$ cat config.mk
export PLATFORM = sky130hd
export DESIGN_NAME = qsg_top
export DESIGN_NICKNAME = d
export VERILOG_FILES = /design/src/rtl/qsg_pkg.sv /design/src/rtl/qsg_sync.sv /design/src/rtl/qsg_event.sv /design/src/rtl/qsg_top.sv
export VERILOG_INCLUDE_DIRS = /design/src /design/src/rtl
export SDC_FILE = /design/constraint.sdc
export NUM_CORES = 1
export LEC_CHECK = 0
export ABC_CLOCK_PERIOD_IN_PS = 1000
export BUFFER_PORTS_ARGS = -buffer_cell sky130_fd_sc_hd__buf_2
export CAP_MARGIN = 20
export CORE_MARGIN = 4
export CORE_UTILIZATION = 25
export CTS_CLUSTER_SIZE = 40
export DETAILED_ROUTE_END_ITERATION = 12
export SYNTH_ARGS = -nofsm -noshare
export SYNTH_HDL_FRONTEND = slang
export SYNTH_HIERARCHICAL = 1
export SYNTH_SLANG_ARGS = --single-unit
$ cat constraint.sdc
create_clock -name CLK -period 1 [get_ports CLK]
set_clock_uncertainty 0.15 [all_clocks]
set_input_delay 0.15 -clock CLK [delete_from_list [all_inputs] [get_ports CLK]]
set_output_delay 0.15 -clock CLK [all_outputs]
set_load 0.03 [all_outputs]
$ cat src/rtl/qsg_map.svh
// constants for the questionable status group: bit positions, widths, reset values
`ifndef QSG_MAP_SVH
`define QSG_MAP_SVH
`define QSG_W            16
`define QSG_BIT_VOLT     0
`define QSG_BIT_CURR     1
`define QSG_BIT_TEMP     4
`define QSG_BIT_OVP      9
`define QSG_USED_MASK    16'h0213
`define QSG_EVT_RST      16'h0000
`define QSG_ENA_RST      16'h0000
`define QSG_STB_BIT_QUESTIONABLE_SUMMARY 3
`define QSG_STB_W        8
`endif

$ cat src/rtl/qsg_pkg.sv
// types shared by the questionable status group files
package qsg_pkg;
  // raw condition inputs from the supply
  typedef struct packed {
    logic ovp_trip;
    logic fan_fault;
    logic in_cv;
    logic in_cc;
  } qsg_cond_s;
  // commands from the remote command decoder, one-cycle strobes
  typedef struct packed {
    logic        evt_query;
    logic        ena_query;
    logic        ena_write;
    logic        clr_status;
    logic        dev_reset;
    logic        dev_clear;
    logic [15:0] wdata;
  } qsg_cmd_s;
  typedef logic [15:0] qsg_word_t;
endpackage

$ cat src/rtl/qsg_sync.sv
// three-stage synchroniser with agree filter for one pin
module qsg_sync (
  input  wire logic CLK,
  input  wire logic RST,
  input  wire logic d,
  output logic      q
);
  logic [2:0] s_r;
  logic [2:0] s_nxt;
  logic       q_r;
  logic       q_nxt;
  // shift; stage 0 is only read by stage 1
  always_comb begin
    s_nxt = {s_r[1:0], d};
    q_nxt = (s_r[1] == s_r[2]) ? s_r[2] : q_r;
  end
  always_ff @(posedge CLK or posedge RST) begin
    if (RST) begin
      s_r <= 3'h0;
      q_r <= 1'b0;
    end else begin
      s_r <= s_nxt;
      q_r <= q_nxt;
    end
  end
  assign q = q_r;
endmodule

$ cat src/rtl/qsg_event.sv
// latched event register with clear-on-read, set wins over clear
`include "qsg_map.svh"
module qsg_event
  import qsg_pkg::*;
(
  input  wire logic        CLK,
  input  wire logic        RST,
  input  wire qsg_word_t   set_bits,
  input  wire logic        clr,
  output qsg_word_t        evt
);
  qsg_word_t evt_r;
  qsg_word_t evt_nxt;
  // sticky latch; a clear drops old bits but keeps same-cycle new ones
  always_comb begin
    evt_nxt = (clr ? `QSG_EVT_RST : evt_r) | (set_bits & `QSG_USED_MASK);
  end
  always_ff @(posedge CLK or posedge RST) begin
    if (RST) evt_r <= `QSG_EVT_RST;
    else     evt_r <= evt_nxt;
  end
  assign evt = evt_r;
endmodule

$ cat src/rtl/qsg_top.sv
// questionable status group: event latch, enable mask and summary bit
// How it works
// - an event bit latches in every cycle its condition is present, so it sets again after a clear while the condition lasts, and ignores later changes.
// - the event register clears on its query and on a clear-status command.
// - device reset and device clear commands leave event bits alone.
// - a query returns the binary-weighted sum of the set bits, i.e. the word itself.
// - the summary is the OR of event bits whose enable bits are set.
// - the enable mask is read/write, its read does not clear it, written as a bit-weight sum.
// - clear-status leaves the enable mask unchanged.
// - bit 0 latches on entry to constant-current operation (voltage unregulated).
// - bit 1 latches on entry to constant-voltage operation (current unregulated).
// - bit 4 latches on a fan fault.
// - bit 9 latches when the overvoltage protection trips.
// - a dip into constant current latches bit 0 only if it lasts two agreeing samples.
// - the questionable event register clears on clear-status and on its query.
// - the enable mask becomes zero only on RST or when zero is written to it.
// - the summary appears as bit 3 of the status byte.
`include "qsg_map.svh"
module qsg_top
  import qsg_pkg::*;
(
  input  wire logic              CLK,
  input  wire logic              RST,
  input  wire qsg_pkg::qsg_cond_s COND,
  input  wire qsg_pkg::qsg_cmd_s  CMD,
  output logic [15:0]             RDATA,
  output logic                    RVALID,
  output logic                    QUESTIONABLE_SUMMARY,
  output logic [7:0]              STB_QUESTIONABLE_SUMMARY
);
  import qsg_pkg::*;

  // ************************************************
  // helper functions
  // ************************************************
  // positions without a condition behind them read as zero
  function automatic qsg_word_t keep_used(input qsg_word_t w);
    keep_used = w & `QSG_USED_MASK;
  endfunction

  // masked or of an event word; unused positions never count
  function automatic logic masked_any(input qsg_word_t e, input qsg_word_t m);
    masked_any = |keep_used(e & m);
  endfunction

  // status byte contribution: only the questionable summary position
  function automatic logic [7:0] status_byte(input logic questionable_summary);
    status_byte                    = 8'h00;
    status_byte[`QSG_STB_BIT_QUESTIONABLE_SUMMARY] = questionable_summary;
  endfunction

  // read answer; an event query beats a mask query in the same cycle
  function automatic qsg_word_t pick_answer(
    input logic      evt_q,
    input logic      ena_q,
    input qsg_word_t evt_w,
    input qsg_word_t ena_w,
    input qsg_word_t held
  );
    if (evt_q) begin
      pick_answer = keep_used(evt_w);
    end else if (ena_q) begin
      pick_answer = ena_w;
    end else begin
      pick_answer = held;
    end
  endfunction

  // ************************************************
  // command decode
  // ************************************************
  logic      do_evt_query;
  logic      do_ena_query;
  logic      do_ena_write;
  logic      do_clr_status;
  logic      do_any_query;
  qsg_word_t wr_word;
  // strobes come from same-clock logic, so they skip the synchronisers
  // device reset and device clear strobes never reach the latch
  always_comb begin
    do_evt_query  = CMD.evt_query;
    do_ena_query  = CMD.ena_query;
    do_ena_write  = CMD.ena_write;
    do_clr_status = CMD.clr_status;
    do_any_query  = CMD.evt_query | CMD.ena_query;
    wr_word       = CMD.wdata;
  end

  // ************************************************
  // pin synchronisers
  // ************************************************
  logic cc_s;
  logic cv_s;
  logic fan_s;
  logic ovp_s;
  qsg_sync u_cc  (.CLK(CLK), .RST(RST), .d(COND.in_cc),     .q(cc_s));
  qsg_sync u_cv  (.CLK(CLK), .RST(RST), .d(COND.in_cv),     .q(cv_s));
  qsg_sync u_fan (.CLK(CLK), .RST(RST), .d(COND.fan_fault), .q(fan_s));
  qsg_sync u_ovp (.CLK(CLK), .RST(RST), .d(COND.ovp_trip),  .q(ovp_s));

  // ************************************************
  // event latch
  // ************************************************
  qsg_word_t set_bits;
  qsg_word_t evt;
  logic      evt_clr;
  // conditions are levels; latching any asserted sample catches short dips
  always_comb begin
    set_bits = `QSG_EVT_RST;
    set_bits[`QSG_BIT_VOLT] = cc_s;
    set_bits[`QSG_BIT_CURR] = cv_s;
    set_bits[`QSG_BIT_TEMP] = fan_s;
    set_bits[`QSG_BIT_OVP]  = ovp_s;
  end
  // reset and device clear not included
  assign evt_clr = do_evt_query | do_clr_status;
  qsg_event u_evt (
    .CLK      (CLK),
    .RST      (RST),
    .set_bits (set_bits),
    .clr      (evt_clr),
    .evt      (evt)
  );

  // ************************************************
  // enable mask
  // ************************************************
  qsg_word_t ena_r;
  qsg_word_t ena_nxt;
  // only a write of zero clears
  always_comb begin
    ena_nxt = ena_r;
    if (do_ena_write) begin
      ena_nxt = wr_word;
    end
  end
  // mask register; no path but RST and a write touches it
  always_ff @(posedge CLK or posedge RST) begin
    if (RST) begin
      ena_r <= `QSG_ENA_RST;
    end else begin
      ena_r <= ena_nxt;
    end
  end

  // ************************************************
  // read data and summary
  // ************************************************
  logic [15:0] rdata_r;
  logic [15:0] rdata_nxt;
  logic        rvalid_r;
  logic        rvalid_nxt;
  // weighted sum is the word; data captured before the clear lands
  always_comb begin
    rvalid_nxt = do_any_query;
    rdata_nxt  = pick_answer(do_evt_query, do_ena_query, evt, ena_r, rdata_r);
  end
  // answer register, held until the next query
  always_ff @(posedge CLK or posedge RST) begin
    if (RST) begin
      rdata_r  <= 16'h0000;
      rvalid_r <= 1'b0;
    end else begin
      rdata_r  <= rdata_nxt;
      rvalid_r <= rvalid_nxt;
    end
  end
  assign RDATA  = rdata_r;
  assign RVALID = rvalid_r;

  logic sum_r;
  logic sum_nxt;
  always_comb begin
    sum_nxt = masked_any(evt, ena_r);
  end
  // registered so the summary never glitches on a same-cycle mask write
  always_ff @(posedge CLK or posedge RST) begin
    if (RST) begin
      sum_r <= 1'b0;
    end else begin
      sum_r <= sum_nxt;
    end
  end
  assign QUESTIONABLE_SUMMARY = sum_r;
  always_comb begin
    STB_QUESTIONABLE_SUMMARY = status_byte(sum_r);
  end
endmodule

* Yosys cells after proc, flatten, opt, wreduce, memory -nomap -nowiden *
Cells that the tools add are included.

cells by class
  bitwise gates (word level) = 4
  muxes and demuxes = 3
  reductions and logical operators = 2
  eq/ne operators = 4

operators by type and width
  cell               number
  $mux 16            3
  $or 16x10->16      1
  $and 10x10->10     1
  $eq 1x1->1         4
  $reduce_or 4->1    1
  $or 1x1->1         2
  $reduce_bool 2->1  1

word-level totals
  register bits = 66
  bits of input ports = 28
  word-level logic and storage cells = 26
  output and inout port bits = 26

* Logic depth before layout (Yosys ltp) *
Gate-level depths: netlist of the first run.

  depth in word-level cells = 3
  mapped depth = 4
  gate-level depth less buffers = 3

* Cells and area by module *
The synthesis of the first run kept the hierarchy.

by module, submodules not included
  module     area each (µm²)  sequential area each (µm²)  instances  cells each
  qsg_top    1,472.7          850.8                       1          107
  qsg_sync   115.1            100.1                       4          6
  qsg_event  231.5            100.1                       1          23

* Least setup slack after synthesis of the first run *
OpenSTA, ideal clock, no wires.

  path kind = reg2out
  start point = register sum_r, in the netlist QUESTIONABLE_SUMMARY
  end point = output port STB_QUESTIONABLE_SUMMARY[3]
  required time = 700 ps
  buffers on the path = 1
  arrival = 703 ps
  path slack = -3 ps
  cell stages (with the launch flop) = 2
  cell sequence = dfrtp_1 buf_4

RTL lines
  element                 line            source
  start, declared         qsg_top.sv:171  logic sum_r;
  start signal, assigned  qsg_top.sv:181  sum_r <= sum_nxt;
  end, declared           qsg_top.sv:29   output logic [7:0] STB_QUESTIONABLE_SUMMARY

No word-level cell between the ends.

* Final worst setup path of the first run *
  start point = register sum_r, in the netlist QUESTIONABLE_SUMMARY
  end point = output port STB_QUESTIONABLE_SUMMARY[3]

No word-level cell between the ends.

==> metrics, run 1 <==
status finished with violations; failing checks negative hold slack, negative setup slack; clk root buf clkbuf_8; Min Hold Slack -65.47 ps; core area about 7900 um2; Top delay family on crit path flip-flops; period utilization 1.178; diode count 0; Port Buffers 44; critical path startpoint category register; CTS Sinks 54; maxcap violations 0; worst r2r src RDATA[9]; Setup violations, final 19; post-DR vias/cell 3.902; minimum clock period between 1000 and 1500 ps; Finished Core Util 0.3534; Gate power share 0.185; Hold-fix buffers, CTS 13; initial drt markers 24; initial antenna violation count 1; Max Fanout on Critical Path 2; H-tree Lvls 2; starting density of the core 0.2625; Min-Delay Endpoint ena_r[13]; WL final between 3 and 4 mm; Peak VDD IR 0.5451 mV; Buf/Inv on CP 1; Reg2Reg Setup Slack 0 ps; Area Growth Syn to Fin 34.62%; Pint 3.368 mW; cell depth of the worst hold path 2; die width between 90 and 100 um; post-route insts no fill about 310; HP Start CMD[13]; antenna viol nets, final 0; CTS clock-pin slew for the worst setup and hold paths roughly 90 ps; Tot GR Track Use 0.08834; die area slightly below 10000 um2; Pre-Repair DR Iteration Count 4; first-pass GRT wire length about 6.8 mm; via count roughly 1200; switching share of power 0.2654; CTS tree built; DP Wirelength 2.886 mm; fin. max-slew vios 0; Fin Setup TNS -2712 ps; clock group share of total power 0.270; f_max 0.8488 GHz; maximum buffer depth of the clock tree 2; Die Height around 100 um; # IOs 54; Worst-Skew Late Latency 300 ps; GPL Wtd Cong between 0.7 and 0.8; Cell Pwr Density ~1600 nW/um2; dpl cells approximately 290; synthesized cell area approximately 2100 um2; syn_area_per_cell between 10 and 15 um2; CP Cell Sequence buf_6; Synth warnings 6; Critical Path AT a little under 900 ps; CP max-delay cell dfrtp_2; gr ovfl total 0; CP Capture Type primary output; DRC viols 0; critical path class reg2out; RSZ-0062 raised after global routing true; worst reg2reg path depth 3; pin count of the biggest net entering global routing 35; NetSw about 1.2 mW; Max stage delay on crit path 440 ps; wire length per cell ~13 um; cell count after synthesis between 100 and 150; Rows 32; fill cell count 750; CTS Buf Count 5; R2R Path End RDATA[9]; leak pwr about 1.4 nW; worst hold path class in2reg; Final nets roughly 230; Worst Path Required roughly 700 ps; sequential power share 0.545; Fin. Hold Viols 9; fraction of layout cells with a size suffix above 1 0.4098; vias in the first global route 1357; Worst Slack Setup Final -178.1 ps
-- worst max-delay path by stage --
stage	start	end	slack (ps)	depth (start not counted)
after floorplan	RDATA[0]	RDATA[0]	30	2
after global placement	CMD[19]	ena_r[15]	-40	3
after detailed placement	CMD[19]	ena_r[14]	-50	3
after CTS	QUESTIONABLE_SUMMARY	QUESTIONABLE_SUMMARY	-190	1
after global routing	QUESTIONABLE_SUMMARY	STB_QUESTIONABLE_SUMMARY[3]	-210	1
final	QUESTIONABLE_SUMMARY	STB_QUESTIONABLE_SUMMARY[3]	-180	1
-- what timing repair did --
action,in CTS,in global routing
resized for setup,38,4
buffers inserted,3,2
hold endpoints to repair,75,9
setup endpoints to repair,19,30
-- worst register-to-register path, delay by kind of cell, from the launching register on --
family,cells,cell delay (ps)
flops,1,410
buf+inv,1,140
mux,1,120
compound gates,1,70
-- power by group through the flow --
| stage | registers, mW | logic, mW | clock network (mW) |
|---|---|---|---|
| 2_1_floorplan | 2.63 | 0.388 | 0 |
| 3_3_place_gp | 2.52 | 0.695 | 0 |
| 3_5_place_dp | 2.53 | 0.704 | 0 |
| 4_1_cts | 2.50 | 0.856 | 1.32 |
| 5_1_grt | 2.53 | 0.920 | 1.37 |
| 6_report | 2.50 | 0.846 | 1.24 |
-- registers in the layout, indices dropped and copies added (netlist names), 3 cells and up --
register,count
RDATA,16
ena_r,16
u_evt/evt,4
u_cc/s_r,3
u_cv/s_r,3
u_fan/s_r,3
u_ovp/s_r,3
-- layout make-up --
type	count	area (um2)	area share
flip-flops and latches	54	1353	0.4852
clock inverters	2	12.51	0.004488
inverters	7	30.03	0.01077
clock buffers	6	82.58	0.02962
multi-input cells	72	590.6	0.2118
repair buffers	64	591.8	0.2123
well taps	102	127.6	0.04578
-- metrics by stage --
stage | power, mW | area, um2 | worst slack (ps)
after floorplan | 3.022 | 2098 | 29.63
after global placement | 3.212 | 2431 | -39.27
after detailed placement | 3.234 | 2431 | -46.14
after CTS | 4.676 | 2798 | -190.6
after global routing | 4.822 | 2788 | -208.1
final | 4.585 | 2788 | -178.1
-- metal layers --
metal	routed length, um	vias to the layer above	GRT usage
li1	-	573	-
met1	1730	584	0.1102
met2	1925	35	0.1451
met3	286	4	0.03255
met4	26	2	0.02206
met5	7	-	0
-- layout by cell type, fill, tap and decap left out, drive strengths merged --
cell type      n
or2            2
clkinv         1
mux2i         16
nor2          12
o21ai          4
dlygate4sd3   11
buf           51
nand2          5
conb           7
clkinvlp       2
inv            6
maj3           4
dfrtp         54
a21o           4
mux2          16
a22oi          2
clkbuf         6
dlymetal6s4s   2
Note: power is estimated with default switching activity, not from simulation.
==> run 2: changes to the inputs <==
--- a/config.mk
+++ b/config.mk
@@ -10,10 +10,10 @@
 export BUFFER_PORTS_ARGS = -buffer_cell sky130_fd_sc_hd__buf_2
 export CAP_MARGIN = 20
 export CORE_MARGIN = 4
-export CORE_UTILIZATION = 25
+export CORE_UTILIZATION = 46
 export CTS_CLUSTER_SIZE = 40
 export DETAILED_ROUTE_END_ITERATION = 12
+export PLACE_DENSITY = 0.74
 export SYNTH_ARGS = -nofsm -noshare
 export SYNTH_HDL_FRONTEND = slang
-export SYNTH_HIERARCHICAL = 1
 export SYNTH_SLANG_ARGS = --single-unit
==> run 2 against run 1 <==
  * The run still ends with negative hold slack, negative setup slack left
  * Sequential cell count stayed put
  * Critical endpoint is now RDATA[13]
  * Register-to-register slack got worse by 90 ps
  * Sequential power barely moved
  * Synthesized cell count decreased by 4.3%
  * Wire length is 2.7% lower
  * Critical path depth is the same
  * Power increased by 0.23%
==> metrics, run 2 <==
CP Capture Type primary output (unchanged); pin count of the biggest net entering global routing 24 (was 35); worst reg2reg path depth 4 (was 3); Pre-Repair DR Iteration Count 4 (unchanged); Synth area leaders dfrtp_1 66%, mux2i_1 7.8%, mux2_4 7.4%; Worst-Skew Late Latency 300 ps (about the same); worst hold path class in2reg (unchanged); Fin. Hold Viols 1 (was 9); die area 5566 um2 (was 9803 um2); worst r2r src RDATA[3] (was RDATA[9]); H-tree Lvls 2 (unchanged); status finished with violations (unchanged); synth cell count leaders 54 x dfrtp_1, 16 x mux2i_1, 13 x nor2_1, 10 x mux2_4, 8 x buf_4; # IOs 54 (unchanged); CP max-delay cell dfrtp_1 (was dfrtp_2); Min Hold Slack -66.51 ps (was -65.47 ps); diode count 0 (unchanged); period utilization 1.184 (was 1.178); clock group share of total power 0.265 (was 0.270); critical path depth 1 (unchanged); vias in the first global route 1382 (was 1357); via count 1242 (was 1198); Buf/Inv on CP 1 (unchanged); Cell Pwr Density 1652 nW/um2 (was 1645 nW/um2); Max stage delay on crit path 420 ps (was 440 ps); Area Growth Syn to Fin 36.30% (was 34.62%); switching share of power 0.2738 (was 0.2654); Top delay family on crit path flip-flops (unchanged); Post-synth EDFFs 0; sequential power share 0.545 (about the same); Gate power share 0.190 (was 0.185); Synth area leader dfrtp_1; most common cell after layout, fill and taps aside dfrtp_1 (unchanged); RSZ-0062 raised after global routing true (unchanged); Rows 23 (was 32); Worst Slack Setup Final -183.6 ps (was -178.1 ps); GRT met1 Usage 0.1980 (was 0.1102); GPL Wtd Cong 0.7019 (was 0.7125); CTS Sinks 54 (unchanged); most common cell in the netlist dfrtp_1; critical path class reg2out (unchanged); Worst Path Required 700 ps (about the same); CP startpoint RDATA[13] (was QUESTIONABLE_SUMMARY); maximum buffer depth of the clock tree 2 (unchanged); CTS tree built (unchanged); pre-CTS WS -214.6 ps (was -46.14 ps); clk root buf clkbuf_8 (unchanged); top_reg_cell synth dfrtp_1; syn_area_per_cell 15.12 um2 (was 14.69 um2); core area 4144 um2 (was 7888 um2); fin. max-slew vios 0 (unchanged); maxcap violations 0 (unchanged); worst rel slew slack 0.6600; gr ovfl total 0 (unchanged); Final nets 234 (was 232); Die Height 74.61 um (was 99.01 um); Synth warnings 0 (was 6); cell count after synthesis 135 (was 141); Least-Margin Pin Slew around 510 ps; antenna viol nets, final 0 (unchanged); R2R Path End RDATA[3] (was RDATA[9]); post-DR vias/cell 4.833 (was 3.902); Pint 3.338 mW (was 3.368 mW); NetSw 1.258 mW (was 1.217 mW); first-pass GRT wire length 6.596 mm (was 6.796 mm); initial antenna violation count 0 (was 1); initial drt markers 47 (was 24); DRC viols 0 (unchanged); Max Fanout on Critical Path 2 (unchanged); critical path startpoint category register (unchanged); Tot GR Track Use 0.1611 (was 0.08834); Post-synth ARST share 1.000; minimum clock period 1184 ps (was 1178 ps); f_max 0.8449 GHz (was 0.8488 GHz); CTS Buf Count 5 (unchanged); flops & latches, synth 54; WL final 3.870 mm (was 3.976 mm); Reg2Reg Setup Slack -90 ps (was 0 ps); Port Buffers 44 (unchanged); CP Cell Sequence buf_6 (unchanged); met2 Use GR 0.2751 (was 0.1451); synthesized cell area 2041 um2 (was 2071 um2); post-synthesis sequential area ratio 0.6622; leak pwr 1.386 nW (was 1.381 nW); failing checks negative hold slack, negative setup slack (unchanged); wire length per cell 15.06 um (was 12.95 um); fraction of layout cells with a size suffix above 1 0.4010 (was 0.4098); DP Wirelength 2.593 mm (was 2.886 mm); die width 74.61 um (was 99.01 um); commonest non-fill, non-tap cells in the layout 53 x dfrtp_1, 19 x dlygate4sd3_1, 19 x buf_6 (was 53 x dfrtp_1, 19 x buf_2, 19 x buf_6); Synth cell types 18; CP Capture Point RDATA[13] (was STB_QUESTIONABLE_SUMMARY[3]); CTS clock-pin slew for the worst setup and hold paths 100 ps (was 90 ps); gr busiest metal met2 (unchanged); starting density of the core 0.4925 (was 0.2625); Peak VDD IR 0.8574 mV (was 0.5451 mV); Critical Path AT 880 ps (about the same); top-area cell type share of the netlist area 0.6622; Setup violations, final 22 (was 19); GRT met3 Usage 0.04459 (was 0.03255)
run 2: cell families (layout without fill, tap and decap cells):
| group | after synthesis | count (layout) | share of synthesized area |
|---|---|---|---|
| adder cells (fa/ha/maj) | 4 | 4 | 0.01962 |
| other | 1 | 7 | 0.001838 |
| AND/OR/NAND/NOR | 19 | 19 | 0.03618 |
| AO/OA/AOI/OAI | 10 | 10 | 0.03188 |
| buffers and inverters | 15 | 81 | 0.06315 |
| flip-flops | 54 | 54 | 0.6622 |
| multiplexers | 32 | 32 | 0.1852 |
run 2: power by group through the flow:
stage,combinational [mW],clock (mW),sequential [mW]
5_1_grt,0.942,1.33,2.53
4_1_cts,0.867,1.27,2.51
3_5_place_dp,0.680,0,2.53
3_3_place_gp,0.660,0,2.52
2_1_floorplan,0.381,0,2.63
6_report,0.872,1.22,2.51
run 2: through the flow:
step / power (mW) / util / setup TNS, ps / cell area, um2 / cells
after floorplan: 3.014 / - / 0 / 2068 / 141
after global placement: 3.176 / 0.5571 / -2347 / 2308 / 227
after detailed placement: 3.208 / 0.5571 / -2851 / 2308 / 227
after CTS: 4.639 / 0.6721 / -3318 / 2785 / 262
after global routing: 4.809 / 0.6712 / -3854 / 2781 / 257
final: 4.596 / 0.6712 / -3175 / 2781 / 257
run 2: layout make-up:
| type | instances | area, um2 |
|---|---|---|
| inverters | 1 | 7.507 |
| well taps | 50 | 62.56 |
| multi-input cells | 72 | 600.6 |
| clock buffers | 5 | 68.82 |
| flip-flops and latches | 54 | 1353 |
| clock inverters | 3 | 25.02 |
| repair buffers | 72 | 664.4 |
| fillers | 290 | 1363 |
run 2: how the worst min path moves through the flow:
stage                     depth (start not counted)  startpoint            to
after global placement                            2         RST  u_fan.s_r[2]
final                                             2      CMD[0]      ena_r[0]
after CTS                                         2      CMD[0]      ena_r[0]
after global routing                              2      CMD[0]      ena_r[0]
after detailed placement                          2         RST  u_fan.s_r[2]
after floorplan                                   0     COND[0]   u_cc.s_r[0]
run 2: what timing repair did:
action,in CTS,in global routing
buffers inserted,6,3
endpoints found under the hold margin,76,3
endpoints found under the setup margin,24,34
hold buffers,21,1
resized for setup,42,6
run 2: per-layer routing:
metal	share of wire	up-vias
li1	-	576
met1	0.40	626
met2	0.52	35
met3	0.059	5
met4	0.014	0
met5	0	-
==> run 3: changes to the inputs <==
--- a/config.mk
+++ b/config.mk
@@ -9,10 +9,11 @@
 export ABC_CLOCK_PERIOD_IN_PS = 1000
 export BUFFER_PORTS_ARGS = -buffer_cell sky130_fd_sc_hd__buf_2
 export CAP_MARGIN = 20
-export CORE_MARGIN = 4
+export CORE_MARGIN = 1
 export CORE_UTILIZATION = 46
 export CTS_CLUSTER_SIZE = 40
 export DETAILED_ROUTE_END_ITERATION = 12
+export MAX_ROUTING_LAYER = met4
 export PLACE_DENSITY = 0.74
 export SYNTH_ARGS = -nofsm -noshare
 export SYNTH_HDL_FRONTEND = slang
==> run 3 against run 2 <==
  * Global-route usage rose by 2.1 points
  * Fmax increased by 1.6%
  * Sequential share of layout area up 1.6 points
  * The run still ends with negative hold slack, negative setup slack left
  * Die area down 15%
  * Hold slack improved by 0.81 ps
  * Highest routed layer unchanged
==> metrics, run 3 (synthesized netlist as in run 2, its figures left out) <==
CP Capture Point STB_QUESTIONABLE_SUMMARY[3] (was RDATA[13]); antenna viol nets, final 0 (unchanged); critical path class reg2out (unchanged); Critical Path AT 870 ps (was 880 ps); CTS clock-pin slew for the worst setup and hold paths 90 ps (was 100 ps); minimum clock period 1165 ps (was 1184 ps); Cell Pwr Density 1690 nW/um2 (was 1652 nW/um2); f_max 0.8583 GHz (was 0.8449 GHz); DRC viols 0 (unchanged); R2R Path End RDATA[13] (was RDATA[3]); fraction of layout cells with a size suffix above 1 0.4236 (was 0.4010); Worst Slack Setup Final -165.1 ps (was -183.6 ps); diode count 0 (unchanged); CP startpoint QUESTIONABLE_SUMMARY (was RDATA[13]); starting density of the core 0.4959 (was 0.4925); Least-Margin Pin Slew 503.1 ps (was 510.0 ps); WL final 3.710 mm (was 3.870 mm); Rows 23 (unchanged); H-tree Lvls 2 (unchanged); Max Fanout on Critical Path 2 (unchanged); die area 4707 um2 (was 5566 um2); Reg2Reg Setup Slack -70 ps (was -90 ps); wire length per cell 14.66 um (was 15.06 um); maximum buffer depth of the clock tree 2 (unchanged); vias in the first global route 1262 (was 1382); CTS Sinks 54 (unchanged); worst reg2reg path depth 4 (unchanged); clk root buf clkbuf_8 (unchanged); pin count of the biggest net entering global routing 55 (was 24); post-route insts no fill 253 (was 257); Finished Core Util 0.6543 (was 0.6712); CTS Buf Count 5 (unchanged); leak pwr 1.350 nW (was 1.386 nW); post-DR vias/cell 4.850 (was 4.833); Area Growth Syn to Fin 31.94% (was 36.30%); worst rel slew slack 0.6646 (was 0.6600); commonest non-fill, non-tap cells in the layout 53 x dfrtp_1, 24 x buf_2, 18 x buf_6 (was 53 x dfrtp_1, 19 x dlygate4sd3_1, 19 x buf_6); initial antenna violation count 0 (unchanged); worst hold path class in2reg (unchanged); Port Buffers 44 (unchanged); # IOs 54 (unchanged); dpl cells 225 (was 227); most common cell after layout, fill and taps aside dfrtp_1 (unchanged); RSZ-0062 raised after global routing true (unchanged); Buf/Inv on CP 1 (unchanged); GPL Wtd Cong 0.7434 (was 0.7019); Worst-Skew Late Latency 290 ps (was 300 ps); Peak VDD IR 0.7932 mV (was 0.8574 mV); status finished with violations (unchanged); first-pass GRT wire length 5.906 mm (was 6.596 mm); failing checks negative hold slack, negative setup slack (unchanged); critical path startpoint category register (unchanged); Max stage delay on crit path 410 ps (was 420 ps); fin. max-slew vios 0 (unchanged); gr ovfl total 0 (unchanged); CP max-delay cell dfrtp_2 (was dfrtp_1); via count 1227 (was 1242); period utilization 1.165 (was 1.184); DP Wirelength 2.410 mm (was 2.593 mm); maxcap violations 0 (unchanged); Die Height 68.61 um (was 74.61 um); Pre-Repair DR Iteration Count 4 (unchanged); CP Capture Type primary output (unchanged); core area 4115 um2 (was 4144 um2); worst r2r src RDATA[13] (was RDATA[3]); Final nets 230 (was 234); Tot GR Track Use 0.1826 (was 0.1611); Fin. Hold Viols 8 (was 1); Worst Path Required 700 ps (about the same); Min Hold Slack -65.71 ps (was -66.51 ps); CTS tree built (unchanged); die width 68.61 um (was 74.61 um); Setup violations, final 25 (was 22); fill cell count 302 (was 290); Top delay family on crit path flip-flops (unchanged); CP Cell Sequence buf_4 (was buf_6); critical path depth 1 (unchanged); initial drt markers 44 (was 47)
## run 3: changes by cell type in the layout (fill, tap and decap cells not counted), sizes merged
cell,delta
dlygate4sd3,-7
clkbuf,+1
inv,-1
buf,+3
## run 3: power breakdown
group | switching (mW) | leakage [nW] | total, mW | internal, mW
registers | 0.131 | 0.646 | 2.50 | 2.37
clock network | 0.661 | 0.0472 | 1.22 | 0.557
logic | 0.406 | 0.656 | 0.829 | 0.422
total | 1.20 | 1.35 | 4.55 | 3.35
## run 3: how the worst min path moves through the flow
stage                       start     endpoint  slack (ps)  cells past startpoint
after detailed placement      RST  u_cc.s_r[0]          90                      3
after CTS                 CMD[11]    ena_r[11]         -80                      2
after global routing      CMD[11]    ena_r[11]         -70                      2
after global placement        RST  u_cc.s_r[0]          80                      3
after floorplan           COND[0]  u_cc.s_r[0]          30                      0
final                     CMD[11]    ena_r[11]         -70                      2
## run 3: what timing repair did
item,CTS,global route
hold endpoints to repair,75,11
buffers inserted,4,3
pin swaps,0,2
hold buffers,11,3
setup endpoints to repair,23,25
resized for setup,41,5
## run 3: per-stage QoR
step	area (um2)	setup slack, ps	total power [mW]	setup TNS (ps)	hold WS (ps)
2_1_floorplan	2068	29.66	3.014	0	31.43
3_3_place_gp	2281	-132.2	3.158	-2053	80.95
3_5_place_dp	2281	-184.0	3.193	-2680	94.37
4_1_cts	2633	-175.1	4.565	-2963	-75.36
5_1_grt	2693	-208.2	4.788	-3806	-72.73
6_report	2693	-165.1	4.551	-2947	-65.71
## run 3: cell type report
class	count	area, um2	share of cell area
Multi-Input combinational cell	72	591.8	0.2198
Tap cell	50	62.56	0.02323
Inverter	1	7.507	0.002788
Sequential cell	54	1353	0.5023
Timing Repair Buffer	68	583.1	0.2165
Clock buffer	6	82.58	0.03067
Clock inverter	2	12.51	0.004647
## run 3: per-layer routing
layer	global-route usage	vias to the layer above	wire (um)
met1	0.2261	609	1581
li1	-	569	-
met5	-	-	0
met3	0.03618	7	161
met2	0.2892	42	1905
met4	0.08333	0	61
